$ cat config.mk
export PLATFORM = sky130hd
export DESIGN_NAME = extended_feature_control_reg
export DESIGN_NICKNAME = d
export VERILOG_FILES = /design/src/rtl/ext_feat_pkg.sv /design/src/rtl/msr_access_check.sv /design/src/rtl/extended_feature_control_reg.sv
export SDC_FILE = /design/constraint.sdc
export NUM_CORES = 1
export LEC_CHECK = 0
export BUFFER_PORTS_ARGS = -buffer_cell sky130_fd_sc_hd__clkbuf_2
export CORE_AREA = 2 2 73 75
export DETAILED_ROUTE_END_ITERATION = 10
export DIE_AREA = 0 0 75 77
export PLACE_DENSITY = 0.75
export SYNTH_ARGS = -nofsm -noshare
export SYNTH_HDL_FRONTEND = slang
export SYNTH_SLANG_ARGS = --single-unit
$ cat constraint.sdc
create_clock -name clk_sys -period 1.1 [get_ports clk_sys]
set_clock_uncertainty 0.15 [all_clocks]
set_input_delay 0.165 -clock clk_sys [delete_from_list [all_inputs] [get_ports clk_sys]]
set_output_delay 0.165 -clock clk_sys [all_outputs]
set_load 0.005 [all_outputs]
$ cat src/rtl/ext_feat_pkg.sv
package ext_feat_pkg;

  // Model-specific register address of the extended feature control register
  localparam logic [31:0] EXT_FEAT_CTRL_ADDR = 32'hC000_0080;

  // Field positions
  localparam int FAST_CALL_ENABLE_BIT      = 0;
  localparam int WIDE_MODE_ENABLE_BIT      = 8;
  localparam int WIDE_MODE_ACTIVE_BIT      = 10;
  localparam int NO_EXEC_ENABLE_BIT        = 11;
  localparam int VIRT_EXT_ENABLE_BIT       = 12;
  localparam int WIDE_SEG_LIMIT_ENABLE_BIT = 13;
  localparam int FAST_STATE_SAVE_BIT       = 14;

  // Reset values
  localparam logic [63:0] EXT_FEAT_RESET    = 64'h0000_0000_0000_0000;
  localparam logic        WIDE_ACTIVE_RESET = 1'b0;

  // Software-writable bits; everything else is read-only or undefined
  localparam logic [63:0] EXT_FEAT_WRITE_MASK =
    (64'h1 << FAST_CALL_ENABLE_BIT) |
    (64'h1 << WIDE_MODE_ENABLE_BIT) |
    (64'h1 << NO_EXEC_ENABLE_BIT) |
    (64'h1 << VIRT_EXT_ENABLE_BIT) |
    (64'h1 << WIDE_SEG_LIMIT_ENABLE_BIT) |
    (64'h1 << FAST_STATE_SAVE_BIT);

  // Highest privilege level, the only one allowed to reach model-specific registers
  localparam logic [1:0] PRIV_LEVEL_KERNEL = 2'h0;

  typedef enum logic [1:0] {
    MODE_LEGACY,
    MODE_COMPAT,
    MODE_WIDE64
  } cpu_mode_t;

  typedef enum logic [2:0] {
    INSTR_OTHER,
    INSTR_FAST_CALL,
    INSTR_FAST_RETURN,
    INSTR_VIRT,
    INSTR_STATE_SAVE,
    INSTR_STATE_RESTORE
  } instr_class_t;

  typedef struct packed {
    logic        valid;
    logic        write;
    logic [31:0] addr;
    logic [63:0] wdata;
  } msr_req_t;

  typedef struct packed {
    logic        ack;
    logic        privFault;
    logic        miss;
    logic [63:0] rdata;
  } msr_rsp_t;

  typedef struct packed {
    logic         valid;
    instr_class_t kind;
  } instr_req_t;

  typedef struct packed {
    logic done;
    logic undefinedOpcodeFault;
    logic skipVectorRegs;
    logic saveLegacyFpState;
    logic saveVectorCtrlStatus;
  } instr_rsp_t;

endpackage : ext_feat_pkg

$ cat src/rtl/msr_access_check.sv
`timescale 1ns/1ps
module msr_access_check
(
  // Access from the model-specific-register read and write instructions
  input  wire ext_feat_pkg::msr_req_t msrReq,
  input  wire logic [1:0]             privLevel,
  // Decoded access
  output logic                        privFault,
  output logic                        readHit,
  output logic                        writeHit,
  output logic                        addrMiss
);

  function automatic logic isExtFeatAddr(input logic [31:0] addr);
    isExtFeatAddr = (addr == ext_feat_pkg::EXT_FEAT_CTRL_ADDR);
  endfunction : isExtFeatAddr

  wire logic privOk;
  wire logic addrHit;

  assign privOk    = (privLevel == ext_feat_pkg::PRIV_LEVEL_KERNEL);
  assign addrHit   = isExtFeatAddr(msrReq.addr);
  assign privFault = msrReq.valid & ~privOk;
  assign readHit   = msrReq.valid & privOk & addrHit & ~msrReq.write;
  assign writeHit  = msrReq.valid & privOk & addrHit & msrReq.write;
  assign addrMiss  = msrReq.valid & privOk & ~isExtFeatAddr(msrReq.addr);

endmodule : msr_access_check

$ cat src/rtl/extended_feature_control_reg.sv
`timescale 1ns/1ps
module extended_feature_control_reg
(
  // Clock and reset
  input  wire logic                       clk_sys,
  input  wire logic                       reset_n,
  // Model-specific-register instruction port
  input  wire ext_feat_pkg::msr_req_t     msrReq,
  output ext_feat_pkg::msr_rsp_t          msrRsp,
  // Core state on the same clock
  input  wire logic [1:0]                 privLevel,
  input  wire logic                       pagingEnable,
  input  wire logic                       codeSegWide,
  input  wire logic                       virtLockout,
  // Instruction gating
  input  wire ext_feat_pkg::instr_req_t   instrReq,
  output ext_feat_pkg::instr_rsp_t        instrRsp,
  // Feature controls to the core
  output ext_feat_pkg::cpu_mode_t         cpuMode,
  output logic                            wideModeActive,
  output logic                            fastCallAllowed,
  output logic                            noExecProtect,
  output logic                            virtExtAvailable,
  output logic                            wideSegLimitCheck
);

  wire logic [63:0]          ctrl_r;
  logic [63:0]               ctrl_nxt;
  logic                      wideActive_r;
  logic                      wideActive_nxt;
  logic                      pagingPrev_r;
  ext_feat_pkg::msr_rsp_t    rsp_r;
  ext_feat_pkg::msr_rsp_t    rsp_nxt;
  ext_feat_pkg::instr_rsp_t  irsp_r;
  ext_feat_pkg::instr_rsp_t  irsp_nxt;
  ext_feat_pkg::cpu_mode_t   mode_r;
  ext_feat_pkg::cpu_mode_t   mode_nxt;
  logic                      fastCall_r;
  logic                      noExec_r;
  logic                      virtAvail_r;
  logic                      segLimit_r;

  wire logic                 privFault;
  wire logic                 readHit;
  wire logic                 writeHit;
  wire logic                 addrMiss;

  // Shared decodes
  function automatic logic isWide64(input ext_feat_pkg::cpu_mode_t mode);
    isWide64 = (mode == ext_feat_pkg::MODE_WIDE64);
  endfunction : isWide64

  function automatic logic isKernel(input logic [1:0] level);
    isKernel = (level == ext_feat_pkg::PRIV_LEVEL_KERNEL);
  endfunction : isKernel

  function automatic logic isKind(input ext_feat_pkg::instr_class_t kind,
                                  input ext_feat_pkg::instr_class_t want);
    isKind = (kind == want);
  endfunction : isKind

  msr_access_check u_access
  (
    .msrReq    (msrReq),
    .privLevel (privLevel),
    .privFault (privFault),
    .readHit   (readHit),
    .writeHit  (writeHit),
    .addrMiss  (addrMiss)
  );

  // Register image and writes
  wire logic [63:0] readValue;
  wire logic [63:0] writeValue;

  assign readValue =
    (ctrl_r & ext_feat_pkg::EXT_FEAT_WRITE_MASK) |
    ({63'h0, wideActive_r} << ext_feat_pkg::WIDE_MODE_ACTIVE_BIT);

  assign writeValue = msrReq.wdata & ext_feat_pkg::EXT_FEAT_WRITE_MASK;

  assign ctrl_nxt = writeHit ? writeValue : ctrl_r;

  // One storage flop per writable position; the other positions stay zero
  for (genvar bitIdx = 0; bitIdx < 64; bitIdx++)
  begin : g_ctrl_bit
    if (ext_feat_pkg::EXT_FEAT_WRITE_MASK[bitIdx])
    begin : g_store
      logic store_r;
      always_ff @(posedge clk_sys or negedge reset_n)
      begin
        if (!reset_n)
        begin
          store_r <= ext_feat_pkg::EXT_FEAT_RESET[bitIdx];
        end
        else
        begin
          store_r <= ctrl_nxt[bitIdx];
        end
      end
      assign ctrl_r[bitIdx] = store_r;
    end
    else
    begin : g_none
      assign ctrl_r[bitIdx] = 1'b0;
    end
  end

  // Field views of the stored enables
  wire logic wideEnable;
  wire logic fastCallEn;
  wire logic noExecEn;
  wire logic virtEn;
  wire logic segLimitEn;
  wire logic fastSaveEn;

  assign wideEnable = ctrl_r[ext_feat_pkg::WIDE_MODE_ENABLE_BIT];
  assign fastCallEn = ctrl_r[ext_feat_pkg::FAST_CALL_ENABLE_BIT];
  assign noExecEn   = ctrl_r[ext_feat_pkg::NO_EXEC_ENABLE_BIT];
  assign virtEn     = ctrl_r[ext_feat_pkg::VIRT_EXT_ENABLE_BIT];
  assign segLimitEn = ctrl_r[ext_feat_pkg::WIDE_SEG_LIMIT_ENABLE_BIT];
  assign fastSaveEn = ctrl_r[ext_feat_pkg::FAST_STATE_SAVE_BIT];

  // Activation happens on the paging turn-on, never on the enable write itself
  wire logic pagingRise;

  assign pagingRise     = pagingEnable & ~pagingPrev_r;
  assign wideActive_nxt = ~pagingEnable ? 1'b0 :
                          (pagingRise & wideEnable) ? 1'b1 : wideActive_r;

  // Operating submode
  assign mode_nxt = ~wideActive_r ? ext_feat_pkg::MODE_LEGACY :
                    codeSegWide   ? ext_feat_pkg::MODE_WIDE64 :
                                    ext_feat_pkg::MODE_COMPAT;

  // Effective feature enables
  wire logic virtUsable;
  wire logic in64;
  wire logic atKernel;

  assign virtUsable = virtEn & ~virtLockout;
  assign in64       = isWide64(mode_r);
  assign atKernel   = isKernel(privLevel);

  // Instruction gating
  wire logic isFastCall;
  wire logic isVirt;
  wire logic isSave;
  wire logic udFault;

  assign isFastCall = isKind(instrReq.kind, ext_feat_pkg::INSTR_FAST_CALL) |
                      isKind(instrReq.kind, ext_feat_pkg::INSTR_FAST_RETURN);
  assign isVirt     = isKind(instrReq.kind, ext_feat_pkg::INSTR_VIRT);
  assign isSave     = isKind(instrReq.kind, ext_feat_pkg::INSTR_STATE_SAVE) |
                      isKind(instrReq.kind, ext_feat_pkg::INSTR_STATE_RESTORE);
  assign udFault    = (isFastCall & ~fastCallEn) |
                      (isVirt & ~virtUsable);

  always_comb
  begin
    irsp_nxt                      = '0;
    irsp_nxt.done                 = instrReq.valid;
    irsp_nxt.undefinedOpcodeFault = instrReq.valid & udFault;
    irsp_nxt.skipVectorRegs       = instrReq.valid & isSave & fastSaveEn &
                                    in64 & atKernel;
    irsp_nxt.saveLegacyFpState    = instrReq.valid & isSave;
    irsp_nxt.saveVectorCtrlStatus = instrReq.valid & isSave;
  end

  // Register access answer, one cycle after the request
  always_comb
  begin
    rsp_nxt           = '0;
    rsp_nxt.ack       = msrReq.valid;
    rsp_nxt.privFault = privFault;
    rsp_nxt.miss      = addrMiss;
    rsp_nxt.rdata     = readHit ? readValue : 64'h0000_0000_0000_0000;
  end

  // Wide mode activation and the paging edge it waits for
  always_ff @(posedge clk_sys or negedge reset_n)
  begin
    if (!reset_n)
    begin
      wideActive_r <= ext_feat_pkg::WIDE_ACTIVE_RESET;
    end
    else
    begin
      wideActive_r <= wideActive_nxt;
    end
  end

  always_ff @(posedge clk_sys or negedge reset_n)
  begin
    if (!reset_n)
    begin
      pagingPrev_r <= 1'b0;
    end
    else
    begin
      pagingPrev_r <= pagingEnable;
    end
  end

  always_ff @(posedge clk_sys or negedge reset_n)
  begin
    if (!reset_n)
    begin
      rsp_r <= '0;
    end
    else
    begin
      rsp_r <= rsp_nxt;
    end
  end

  always_ff @(posedge clk_sys or negedge reset_n)
  begin
    if (!reset_n)
    begin
      irsp_r <= '0;
    end
    else
    begin
      irsp_r <= irsp_nxt;
    end
  end

  always_ff @(posedge clk_sys or negedge reset_n)
  begin
    if (!reset_n)
    begin
      mode_r <= ext_feat_pkg::MODE_LEGACY;
    end
    else
    begin
      mode_r <= mode_nxt;
    end
  end

  // Feature controls, registered from the enables; only the segment limit check is held off outside MODE_WIDE64
  always_ff @(posedge clk_sys or negedge reset_n)
  begin
    if (!reset_n)
    begin
      fastCall_r  <= 1'b0;
      noExec_r    <= 1'b0;
      virtAvail_r <= 1'b0;
    end
    else
    begin
      fastCall_r  <= fastCallEn;
      noExec_r    <= noExecEn;
      virtAvail_r <= virtUsable;
    end
  end

  always_ff @(posedge clk_sys or negedge reset_n)
  begin
    if (!reset_n)
    begin
      segLimit_r <= 1'b0;
    end
    else
    begin
      segLimit_r <= segLimitEn & isWide64(mode_nxt);
    end
  end

  assign msrRsp            = rsp_r;
  assign instrRsp          = irsp_r;
  assign cpuMode           = mode_r;
  assign wideModeActive    = wideActive_r;
  assign fastCallAllowed   = fastCall_r;
  assign noExecProtect     = noExec_r;
  assign virtExtAvailable  = virtAvail_r;
  assign wideSegLimitCheck = segLimit_r;

endmodule : extended_feature_control_reg

Word level (Yosys, flattened, before mapping)
Index checks and enable logic that the tools add are counted.

Equal/unequal tests: 9. Mux-type cells: 5. Bitwise logic cells: 28. Reductions and logical operators: 1.

Operators by type and width (number): $eq A32 B32 Y1 const B (1); $and A1 B1 Y1 (17); $mux W15 (1); $or A15 B11 Y15 (1); $not A1 Y1 (7); $eq A3 B2 Y1 const B (2); $eq A3 B3 Y1 const B (2); $eq A2 B2 Y1 const B (2); $mux W2 (2); $eq A3 B1 Y1 const B (1); $or A1 B1 Y1 (3); $logic_not A2 Y1 (1); $mux W1 (2); $ne A2 B1 Y1 const B (1).

Register bits after elaboration: 36. Input bits: 109. Output and inout bits: 79.

Longest topological paths before layout
Gate-level depths: netlist of run 1.

Word-level depth: 6. Gate-level depth with buffers: 4. Depth with buffers taken out: 4.

Hierarchy
From an unflattened synthesis of run 1, not the netlist that was laid out.

Cell total of the unflattened synthesis: 133. Area total of the unflattened synthesis: 1526.5 um^2.

By module, submodules not included: extended_feature_control_reg (instances 1, cells each 116, area each 1397.6 um^2); msr_access_check (instances 1, cells each 17, area each 128.9 um^2).

Worst setup path before layout of run 1
No wires, ideal clock.

Path kind: in2reg. From: input msrReq[90] (netlist name). To: register g_ctrl_bit[0].g_store.store_r, in the netlist fastCallEn. Setup time: 0.125 ns. Data arrival time: 1.445 ns. Required time: 0.825 ns. Slack: -0.620 ns. Stages: 4. Cells stage by stage: nor4b_1 > nand4_1 > nor4_4 > mux2_2.

Word-level cells in the longest chain between the ends: 3.

RTL lines: start: declaration (RTL line extended_feature_control_reg.sv:8) `input wire ext_feat_pkg::msr_req_t msrReq,`; $eq A32 B32 Y1 (RTL line msr_access_check.sv:15) `isExtFeatAddr = (addr == ext_feat_pkg::EXT_FEAT_CTRL_ADDR);`; $and A1 B1 Y1 (2 in series) (RTL line msr_access_check.sv:25) `assign writeHit = msrReq.valid & privOk & addrHit & msrReq.write;`; end signal: assignment (RTL line extended_feature_control_reg.sv:94) `store_r <= ext_feat_pkg::EXT_FEAT_RESET[bitIdx];`; end signal: assignment (RTL line extended_feature_control_reg.sv:98) `store_r <= ctrl_nxt[bitIdx];`; end: declaration (RTL line extended_feature_control_reg.sv:89) `logic store_r;`.

No other way between the ends. A chain may end at the register's enable or synchronous reset.

Worst setup path after layout of run 1
From: input msrReq[81] (netlist name). To: register g_ctrl_bit[8].g_store.store_r.

Word-level cells in the longest chain between the ends: 3.

RTL lines (RTL line): $eq A32 B32 Y1 (msr_access_check.sv:15); $and A1 B1 Y1 (2 in series) (msr_access_check.sv:25); end signal: assignment (extended_feature_control_reg.sv:94); end signal: assignment (extended_feature_control_reg.sv:98); end: declaration (extended_feature_control_reg.sv:89).

No other way between the ends.

==> impl_metrics.yaml, run 1 <==
critical_path:
  max_stage_delay_ps: 300
  crit_fanout: 6
  reg2reg_to: "g_ctrl_bit[12].g_store.store_r"
  required_ps: 1110
  worst_path_max_delay_cell: "mux2_4"
  cp-end-kind: "register"
  r2r_setup_slack_ps: 60
  worstPathCellList: "buf_6 > nor4_4 > nand4_1 > nor4_4 > buf_6 > mux2_4"
  start_kind: "input port"
  cp.arrival_ps: 1500
  reg2reg_depth: 2
  r2r_start: "g_ctrl_bit[12].g_store.store_r"
  crit_type: "input port to register"
clocking:
  tritoncts: "yes"
  clock-sinks: 28
  numCtsBuffers: 3
  clockBufferDepth: 2
  ctsRootBufferMaster: "clkbuf_8"
  clkLatencyLatePin_ps: 270
  cts.clk_slew.worst_paths_ps: 90
  ctsHtreeMaxLevel: 1
  hold_buffers: 13
sta:
  worst_slack_ps: -389
  min_period_ps: 1490
  finalHoldViolCount: 1
  max_freq_mhz: 672
  setup_viol: 14
  hold_slack_ps: -72.3
  fin_crit_sh_pct: 135
  drv_slew: 0
  rsz0062_at_grt: "true"
final_layout:
  antenna_cells: 0
  finalNetCount: 338
  fin_util_pct: 43.3
  fin_cells: 298
  final_cell_mix: "clkbuf_2 (68), conb_1 (57), dfrtp_1 (28)"
  final_common_cell: "clkbuf_2"
  area_delta_synth_final_pct: 46.7
  drive_above_1_share_pct: 48.2
drt:
  drt_iter0_drc: 41
  drc: 0
  routedWlPerCell_um: 10.2
  drtPass1Iterations: 4
  avgViaCountPerCell: 3.67
  antenna_left: 0
  vias: 1095
  routed_wl_mm: 3.04
global_route:
  grt.met2_usage_pct: 16.8
  met1_usage_pct: 10.3
  first_global_vias: 1001
  grt_most_used_layer: "met2"
  grt_overflow: 0
  use_met3_pct: 1.58
  grtUsageTotal_pct: 9.19
  grt_pass1_wl_mm: 4.13
  grt_start_max_net_pins: 29
  antenna_found_initial: 0
floorplanning:
  io_pins: 188
  core_region_area_um2: 4980
  fp.dieH_um: 77
  die_area_um2: 5780
  start_util_pct: 29.5
  num_rows: 26
  die_width_um: 75
place:
  port_buffers: 72
  place_inst: 278
  place_congestion: 0.744
  place_hpwl_mm: 2.33
synth:
  yosysWarnings: 0
  synthCells: 132
  ys_seq_area_share_pct: 47.7
  netlist.area_leader.share_pct: 47.7
  synth_area_leaders: "dfrtp_1 (48%), buf_4 (30%), mux2_2 (4.6%)"
  synth_seq_cells: 28
  avgSynthCellArea_um2: 11.1
  syn_area_um2: 1470
  synth_top_area_cell: "dfrtp_1"
  yosysUniqueCellTypes: 21
power:
  ir_drop_uv: 427
  p_leak_uw: 0.00118
  p_per_area_nw_per_um2: 984
worst_hold_path:
  holdPathStages: 2
  worstHoldStart: "virtLockout"
  hold-path-endpoint: "virtExtAvailable"
  hp-class: "input port to register"
run_status:
  violations: "negative hold slack, negative setup slack"
  status: "finished with violations"
run:
  drv_cap: 0
-- layer usage --
metal,vias to the layer above,wire [um],part of all wire [%]
met3,6,435,14
met1,485,1100,36
met5,-,0,0
met4,0,24,0.79
met2,94,1480,49
li1,510,-,-
-- cells by family (layout without fill, tap and decap cells) --
family	Yosys count	count (layout)	synth area share, %
DFF	28	28	47.7
AOI/OAI and AO/OA	2	2	0.937
other	1	57	0.255
muxes	6	6	4.60
and+or+nand+nor	35	35	16.1
xor gates and xnor gates	1	1	0.596
buffers and inverters	59	99	29.9
-- worst max-delay path: cells and delay by family --
| kind | cells | cell delay, ps |
|---|---|---|
| buf+inv | 2 | 270 |
| mux | 1 | 300 |
| simple gates | 3 | 750 |
-- synthesized netlist by cell type --
library cell	n
o21a_1	1
xnor2_1	1
nand4b_1	1
buf_4	58
nor3_1	1
nand2_1	3
and3b_1	1
nor2_1	4
inv_1	1
and2_1	1
conb_1	1
and2_2	7
and3_1	1
nand4_1	2
dfrtp_1	28
nor2b_1	4
nor4_1	6
nor4b_1	3
nor4_4	1
o22ai_1	1
mux2_2	6
-- report_power, final --
group | leakage [uW] | internal, uW | switching (uW)
sequential | 0.000381 | 1040 | 3.46
clock | 0.0000357 | 487 | 296
combinational | 0.000762 | 142 | 153
total | 0.00118 | 1670 | 452
-- layout make-up --
cell class | instances | area [um2]
tap | 70 | 87.6
clock inverter | 1 | 30.0
multi-input combinational | 101 | 703
fill | 492 | 2820
timing repair buffer | 94 | 591
inverter | 1 | 3.75
clock buffer | 3 | 41.3
sequential | 28 | 701
-- what timing repair did --
item                                   CTS  global route
gates cloned                             0             0
pin swaps                               12            11
setup buffers                            3             0
endpoints found under the hold margin   44             1
gates resized for setup                 18            12
setup endpoints to repair               15            25
-- worst max-delay path by stage --
stage          startpoint                        endpoint  slack [ps]  cells after the start
2_1_floorplan  msrReq[82]                      fastCallEn        -590                      4
3_3_place_gp   msrReq[81]  g_ctrl_bit[12].g_store.store_r        -790                      6
3_5_place_dp   msrReq[81]   g_ctrl_bit[8].g_store.store_r        -820                      6
4_1_cts        msrReq[78]   g_ctrl_bit[8].g_store.store_r        -350                      6
5_1_grt        msrReq[67]                      msrRsp[10]        -410                      7
6_report       msrReq[81]   g_ctrl_bit[8].g_store.store_r        -390                      6
-- sequential cells by signal (all words and copies together) (netlist names) --
| register | flops |
|---|---|
| fastCallAllowed | 1 |
| msrRsp | 10 |
| g_ctrl_bit.g_store.store_r | 4 |
| wideModeActive | 1 |
| pagingPrev_r | 1 |
| noExecProtect | 1 |
| instrRsp | 4 |
| fastCallEn | 1 |
| cpuMode | 2 |
| wideSegLimitCheck | 1 |
| fastSaveEn | 1 |
| virtExtAvailable | 1 |
-- metrics by stage --
step           setup TNS (ps)  instance area, um2  setup WS, ps  power [uW]  hold WS (ps)
2_1_floorplan           -6710                1740          -595        1290          -281
3_5_place_dp            -9430                1790          -817        1290          27.1
3_3_place_gp            -9260                1790          -793        1280          27.1
6_report                -4490                2160          -389        2120         -72.3
5_1_grt                 -5420                2160          -409        2210         -82.6
4_1_cts                 -4010                2080          -346        2110         -97.0
Note: power is estimated with default switching activity, not from simulation.
==> inputs of run 2 (changes only) <==
--- a/config.mk
+++ b/config.mk
@@ -6,10 +6,10 @@
 export NUM_CORES = 1
 export LEC_CHECK = 0
 export BUFFER_PORTS_ARGS = -buffer_cell sky130_fd_sc_hd__clkbuf_2
-export CORE_AREA = 2 2 73 75
+export CORE_MARGIN = 2
+export CORE_UTILIZATION = 29
 export DETAILED_ROUTE_END_ITERATION = 10
-export DIE_AREA = 0 0 75 77
-export PLACE_DENSITY = 0.75
+export PLACE_DENSITY = 0.76
 export SYNTH_ARGS = -nofsm -noshare
 export SYNTH_HDL_FRONTEND = slang
 export SYNTH_SLANG_ARGS = --single-unit
==> constraint.sdc (replaced) <==
create_clock -name clk_sys -period 1.25 [get_ports clk_sys]
set_clock_uncertainty 0.15 [all_clocks]
set_input_delay 0.1875 -clock clk_sys [delete_from_list [all_inputs] [get_ports clk_sys]]
set_output_delay 0.1875 -clock clk_sys [all_outputs]
set_load 0.005 [all_outputs]
==> run 2 against run 1 <==
The flow finishes with violations (negative setup slack). Clock-buffer cell count stayed put. Core utilization up 0.61 points. Sequential power shrank 12%. Final cell count decreased by 1.0%. Register-to-register slack improved by 120 ps. Sequential share of layout area increased by 0.61 points. Sequential cell count is the same. Non-clock buffer count stayed put. Via count decreased by 0.55%. Power down 12%. Critical path depth did not move. Critical endpoint is now g_ctrl_bit[13].g_store.store_r. Largest cell class is now flip-flops and latches.
==> impl_metrics.yaml, run 2 (same netlist as run 1, synthesis figures left out) <==
sta:
  rsz0062_at_grt: "true"
  worst_slack_ps: -244
  setup_viol: 13
  drv_slew: 0
  finalHoldViolCount: 0
  max_freq_mhz: 669
  hold_slack_ps: 170
  fin_crit_sh_pct: 120
  min_period_ps: 1490
drt:
  avgViaCountPerCell: 3.69
  drt_iter0_drc: 31
  routedWlPerCell_um: 10.6
  drc: 0
  routed_wl_mm: 3.13
  antenna_left: 0
  drtPass1Iterations: 2
  vias: 1089
critical_path:
  cp-end-kind: "register"
  start_kind: "input port"
  max_stage_delay_ps: 300
  setup.worst_path.start: "msrReq[65]"
  required_ps: 1270
  worst_path_max_delay_cell: "mux2_4"
  r2r_start: "g_ctrl_bit[12].g_store.store_r"
  cp.arrival_ps: 1510
  crit_fanout: 6
  worstPathCellList: "clkbuf_2 > nor4b_2 > nand4_1 > nor4_4 > buf_6 > mux2_4"
  crit_type: "input port to register"
global_route:
  met1_usage_pct: 11.5
  grt_overflow: 0
  grt.met2_usage_pct: 19.5
  antenna_found_initial: 0
  use_met3_pct: 3.08
  grt_most_used_layer: "met2"
  first_global_vias: 1004
  grtUsageTotal_pct: 10.6
  grt_start_max_net_pins: 29
  grt_pass1_wl_mm: 4.53
clocking:
  ctsHtreeMaxLevel: 1
  tritoncts: "yes"
  numCtsBuffers: 3
  ctsRootBufferMaster: "clkbuf_8"
  clockBufferDepth: 2
  clkLatencyLatePin_ps: 280
  clock-sinks: 28
  cts.clk_slew.worst_paths_ps: 90
final_layout:
  final_cell_mix: "clkbuf_2 (69), conb_1 (57), dfrtp_1 (28)"
  design_area_um2: 2120
  finalNetCount: 338
  nFillCells: 460
  drive_above_1_share_pct: 47.4
  antenna_cells: 0
  largest_reg_flops: 10
  fin_util_pct: 43.9
  area_delta_synth_final_pct: 44.0
  final_common_cell: "clkbuf_2"
place:
  place_hpwl_mm: 2.35
  postPlaceCellArea_um2: 1800
  dp_slack_ps: -688
  port_buffers: 72
  place_congestion: 0.725
power:
  p_per_area_nw_per_um2: 886
  p_leak_uw: 0.00117
  p_total_uw: 1880
  ir_drop_uv: 489
worst_hold_path:
  worstHoldStart: "privLevel[0]"
  hp-class: "input port to register"
floorplanning:
  num_rows: 25
  start_util_pct: 30.5
  die_width_um: 75.2
  io_pins: 188
  fp.dieH_um: 75.2
  die_area_um2: 5660
  core_region_area_um2: 4820
run:
  drv_cap: 0
run_status:
  violations: "negative setup slack"
  status: "finished with violations"
[run 2: path summary, 6_finish.rpt]
kind,endpoint,slack [ps],cells past startpoint
max in group asynchronous,msrRsp[65],390,3
min in group asynchronous,virtExtAvailable,290,3
hold / removal,instrRsp[2],170,5
hold reg to reg,noExecProtect,270,0
setup / recovery,g_ctrl_bit[13].g_store.store_r,-240,6
setup reg to reg,instrRsp[3],180,3
[run 2: report_power, final]
| group | switching (uW) | total [uW] | internal [uW] |
|---|---|---|---|
| Clock | 272 | 701 | 429 |
| Sequential | 3.50 | 920 | 916 |
| Combinational | 132 | 256 | 124 |
[run 2: area by class of cell]
cell class	instances	area (um2)	share of cell area, %
Clock inverter	1	30.0	1.42
Tap cell	67	83.8	3.96
Multi-Input combinational cell	101	674	31.9
Clock buffer	3	41.3	1.95
Sequential cell	28	701	33.1
Timing Repair Buffer	94	583	27.5
Inverter	1	3.75	0.177
[run 2: critical path, delay by kind of cell]
kind	cells	cell delay [ps]
muxes	1	300
and+or+nand+nor	3	740
buffers and inverters	2	280
[run 2: per-stage QoR]
| step | setup TNS (ps) | std cells |
|---|---|---|
| 2_1_floorplan | -5050 | 188 |
| 3_3_place_gp | -7400 | 276 |
| 3_5_place_dp | -7760 | 276 |
| 4_1_cts | -2170 | 295 |
| 5_1_grt | -3060 | 295 |
| 6_report | -2590 | 295 |
[run 2: repair_timing]
item / CTS / global route
endpoints found under the setup margin: 13 / 14
hold endpoints to repair: 43 / 0
resized for setup: 19 / 8
pin swaps: 11 / 4
hold buffers: 14 / 0
setup buffers: 1 / 0
[run 2: routing by layer]
layer,part of all wire (%),wire length [um]
met1,37,1170
met2,47,1460
met4,1.4,44
met5,0,0
met3,15,460
==> inputs of run 3 (changes only) <==
--- a/config.mk
+++ b/config.mk
@@ -8,8 +8,10 @@
 export BUFFER_PORTS_ARGS = -buffer_cell sky130_fd_sc_hd__clkbuf_2
 export CORE_MARGIN = 2
 export CORE_UTILIZATION = 29
+export CTS_CLUSTER_DIAMETER = 150
 export DETAILED_ROUTE_END_ITERATION = 10
 export PLACE_DENSITY = 0.76
+export SETUP_SLACK_MARGIN = 0.2
 export SYNTH_ARGS = -nofsm -noshare
 export SYNTH_HDL_FRONTEND = slang
 export SYNTH_SLANG_ARGS = --single-unit
==> run 3 against run 2 <==
The run ends with negative hold slack, negative setup slack left. Global-route usage is 0.20 points lower. Sequential share of layout area is 0.78 points lower. Sequential cell count stayed put.
==> impl_metrics.yaml, run 3 (same netlist as run 1, synthesis figures left out) <==
power:
  p_leak_uw: 0.00118
  p_per_area_nw_per_um2: 797
  ir_drop_uv: 363
sta:
  fin_crit_sh_pct: 118
  drv_slew: 0
  max_freq_mhz: 678
  rsz0062_at_grt: "true"
  worst_slack_ps: -225
  min_period_ps: 1470
  hold_slack_ps: -59.4
  setup_viol: 13
  finalHoldViolCount: 2
final_layout:
  regArea_um2: 701
  finalNetCount: 337
  design_area_um2: 2170
  nFillCells: 464
  final_common_cell: "conb_1"
  multi_input_area_um2: 723
  largest_reg_flops: 10
  fin_cells: 294
  antenna_cells: 0
  area_delta_synth_final_pct: 47.5
  fin_util_pct: 45.0
  drive_above_1_share_pct: 52.0
  final_cell_mix: "conb_1 (57), clkbuf_2 (52), dfrtp_1 (28)"
floorplanning:
  start_util_pct: 30.5
  io_pins: 188
  die_width_um: 75.2
  num_rows: 25
  core_region_area_um2: 4820
  fp.dieH_um: 75.2
  die_area_um2: 5660
global_route:
  grtUsageTotal_pct: 10.4
  met1_usage_pct: 12.3
  grt.met2_usage_pct: 17.4
  grt_pass1_wl_mm: 4.42
  use_met3_pct: 3.61
  antenna_found_initial: 0
  grt_most_used_layer: "met2"
  grt_overflow: 0
  first_global_vias: 953
  grt_start_max_net_pins: 16
run:
  drv_cap: 0
place:
  place_hpwl_mm: 2.45
  place_congestion: 0.737
  postPlaceCellArea_um2: 1850
  place_inst: 276
  port_buffers: 72
drt:
  drt_iter0_drc: 63
  drtPass1Iterations: 3
  drc: 0
  vias: 1114
  antenna_left: 0
  avgViaCountPerCell: 3.79
  routedWlPerCell_um: 11.1
  routed_wl_mm: 3.27
clocking:
  ctsHtreeMaxLevel: 1
  clkLatencyLatePin_ps: 270
  clockBufferDepth: 2
  cts.clk_slew.worst_paths_ps: 90
  clock-sinks: 28
  numCtsBuffers: 3
  tritoncts: "yes"
  ctsRootBufferMaster: "clkbuf_8"
critical_path:
  required_ps: 1270
  critPathCapture: "g_ctrl_bit[12].g_store.store_r"
  cp.arrival_ps: 1490
  crit_fanout: 6
  start_kind: "input port"
  cp-end-kind: "register"
  reg2reg_depth: 2
  reg2reg_to: "g_ctrl_bit[12].g_store.store_r"
  setup.worst_path.start: "msrReq[66]"
  crit_type: "input port to register"
  r2r_setup_slack_ps: 170
  r2r_start: "g_ctrl_bit[12].g_store.store_r"
run_status:
  violations: "negative hold slack, negative setup slack"
  status: "finished with violations"
worst_hold_path:
  hp-class: "input port to register"
  worstHoldStart: "virtLockout"
## run 3: cell type report
type	instances	share of cell area, %
Sequential cell	28	32.3
Tap cell	67	3.87
Multi-Input combinational cell	101	33.4
Inverter	1	0.173
Clock buffer	4	2.54
Timing Repair Buffer	93	27.8
## run 3: stage by stage
stage,total power (uW),TNS (ps),worst slack (ps)
after CTS,1710,-2990,-260
after detailed placement,1150,-7680,-653
final,1730,-2680,-225
after floorplan,1140,-4990,-467
after global placement,1140,-7510,-625
after global routing,1810,-3680,-315
## run 3: layer usage
| metal | share of wire (%) | wire, um |
|---|---|---|
| met2 | 48 | 1570 |
| met5 | 0 | 0 |
| met1 | 38 | 1250 |
| met4 | 0.70 | 23 |
| met3 | 13 | 423 |
## run 3: power by group
group          total [uW]  internal, uW  switching [uW]  leakage [uW]
registers             919           916            2.73      0.000381
clock network         551           282             269     0.0000288
logic                 258           122             136      0.000773
## run 3: how the worst min path moves through the flow
stage	end	cells past startpoint
3_5_place_dp	virtExtAvailable	1
4_1_cts	virtExtAvailable	2
6_report	virtExtAvailable	2
2_1_floorplan	cpuMode[0]	0
5_1_grt	virtExtAvailable	2
3_3_place_gp	msrRsp[0]	1
## run 3: what timing repair did
action	4_1_cts	5_1_grt
buffers inserted	3	3
gates resized for setup	18	33
hold endpoints to repair	24	4
endpoints found under the setup margin	37	52
hold buffers	7	1
pin swaps	14	8
## run 3: critical path, stage by stage
cell,delay (ps)
buf_6,90
nor4_4,260
nand4_1,190
nor4_4,260
buf_6,180
mux2_4,310
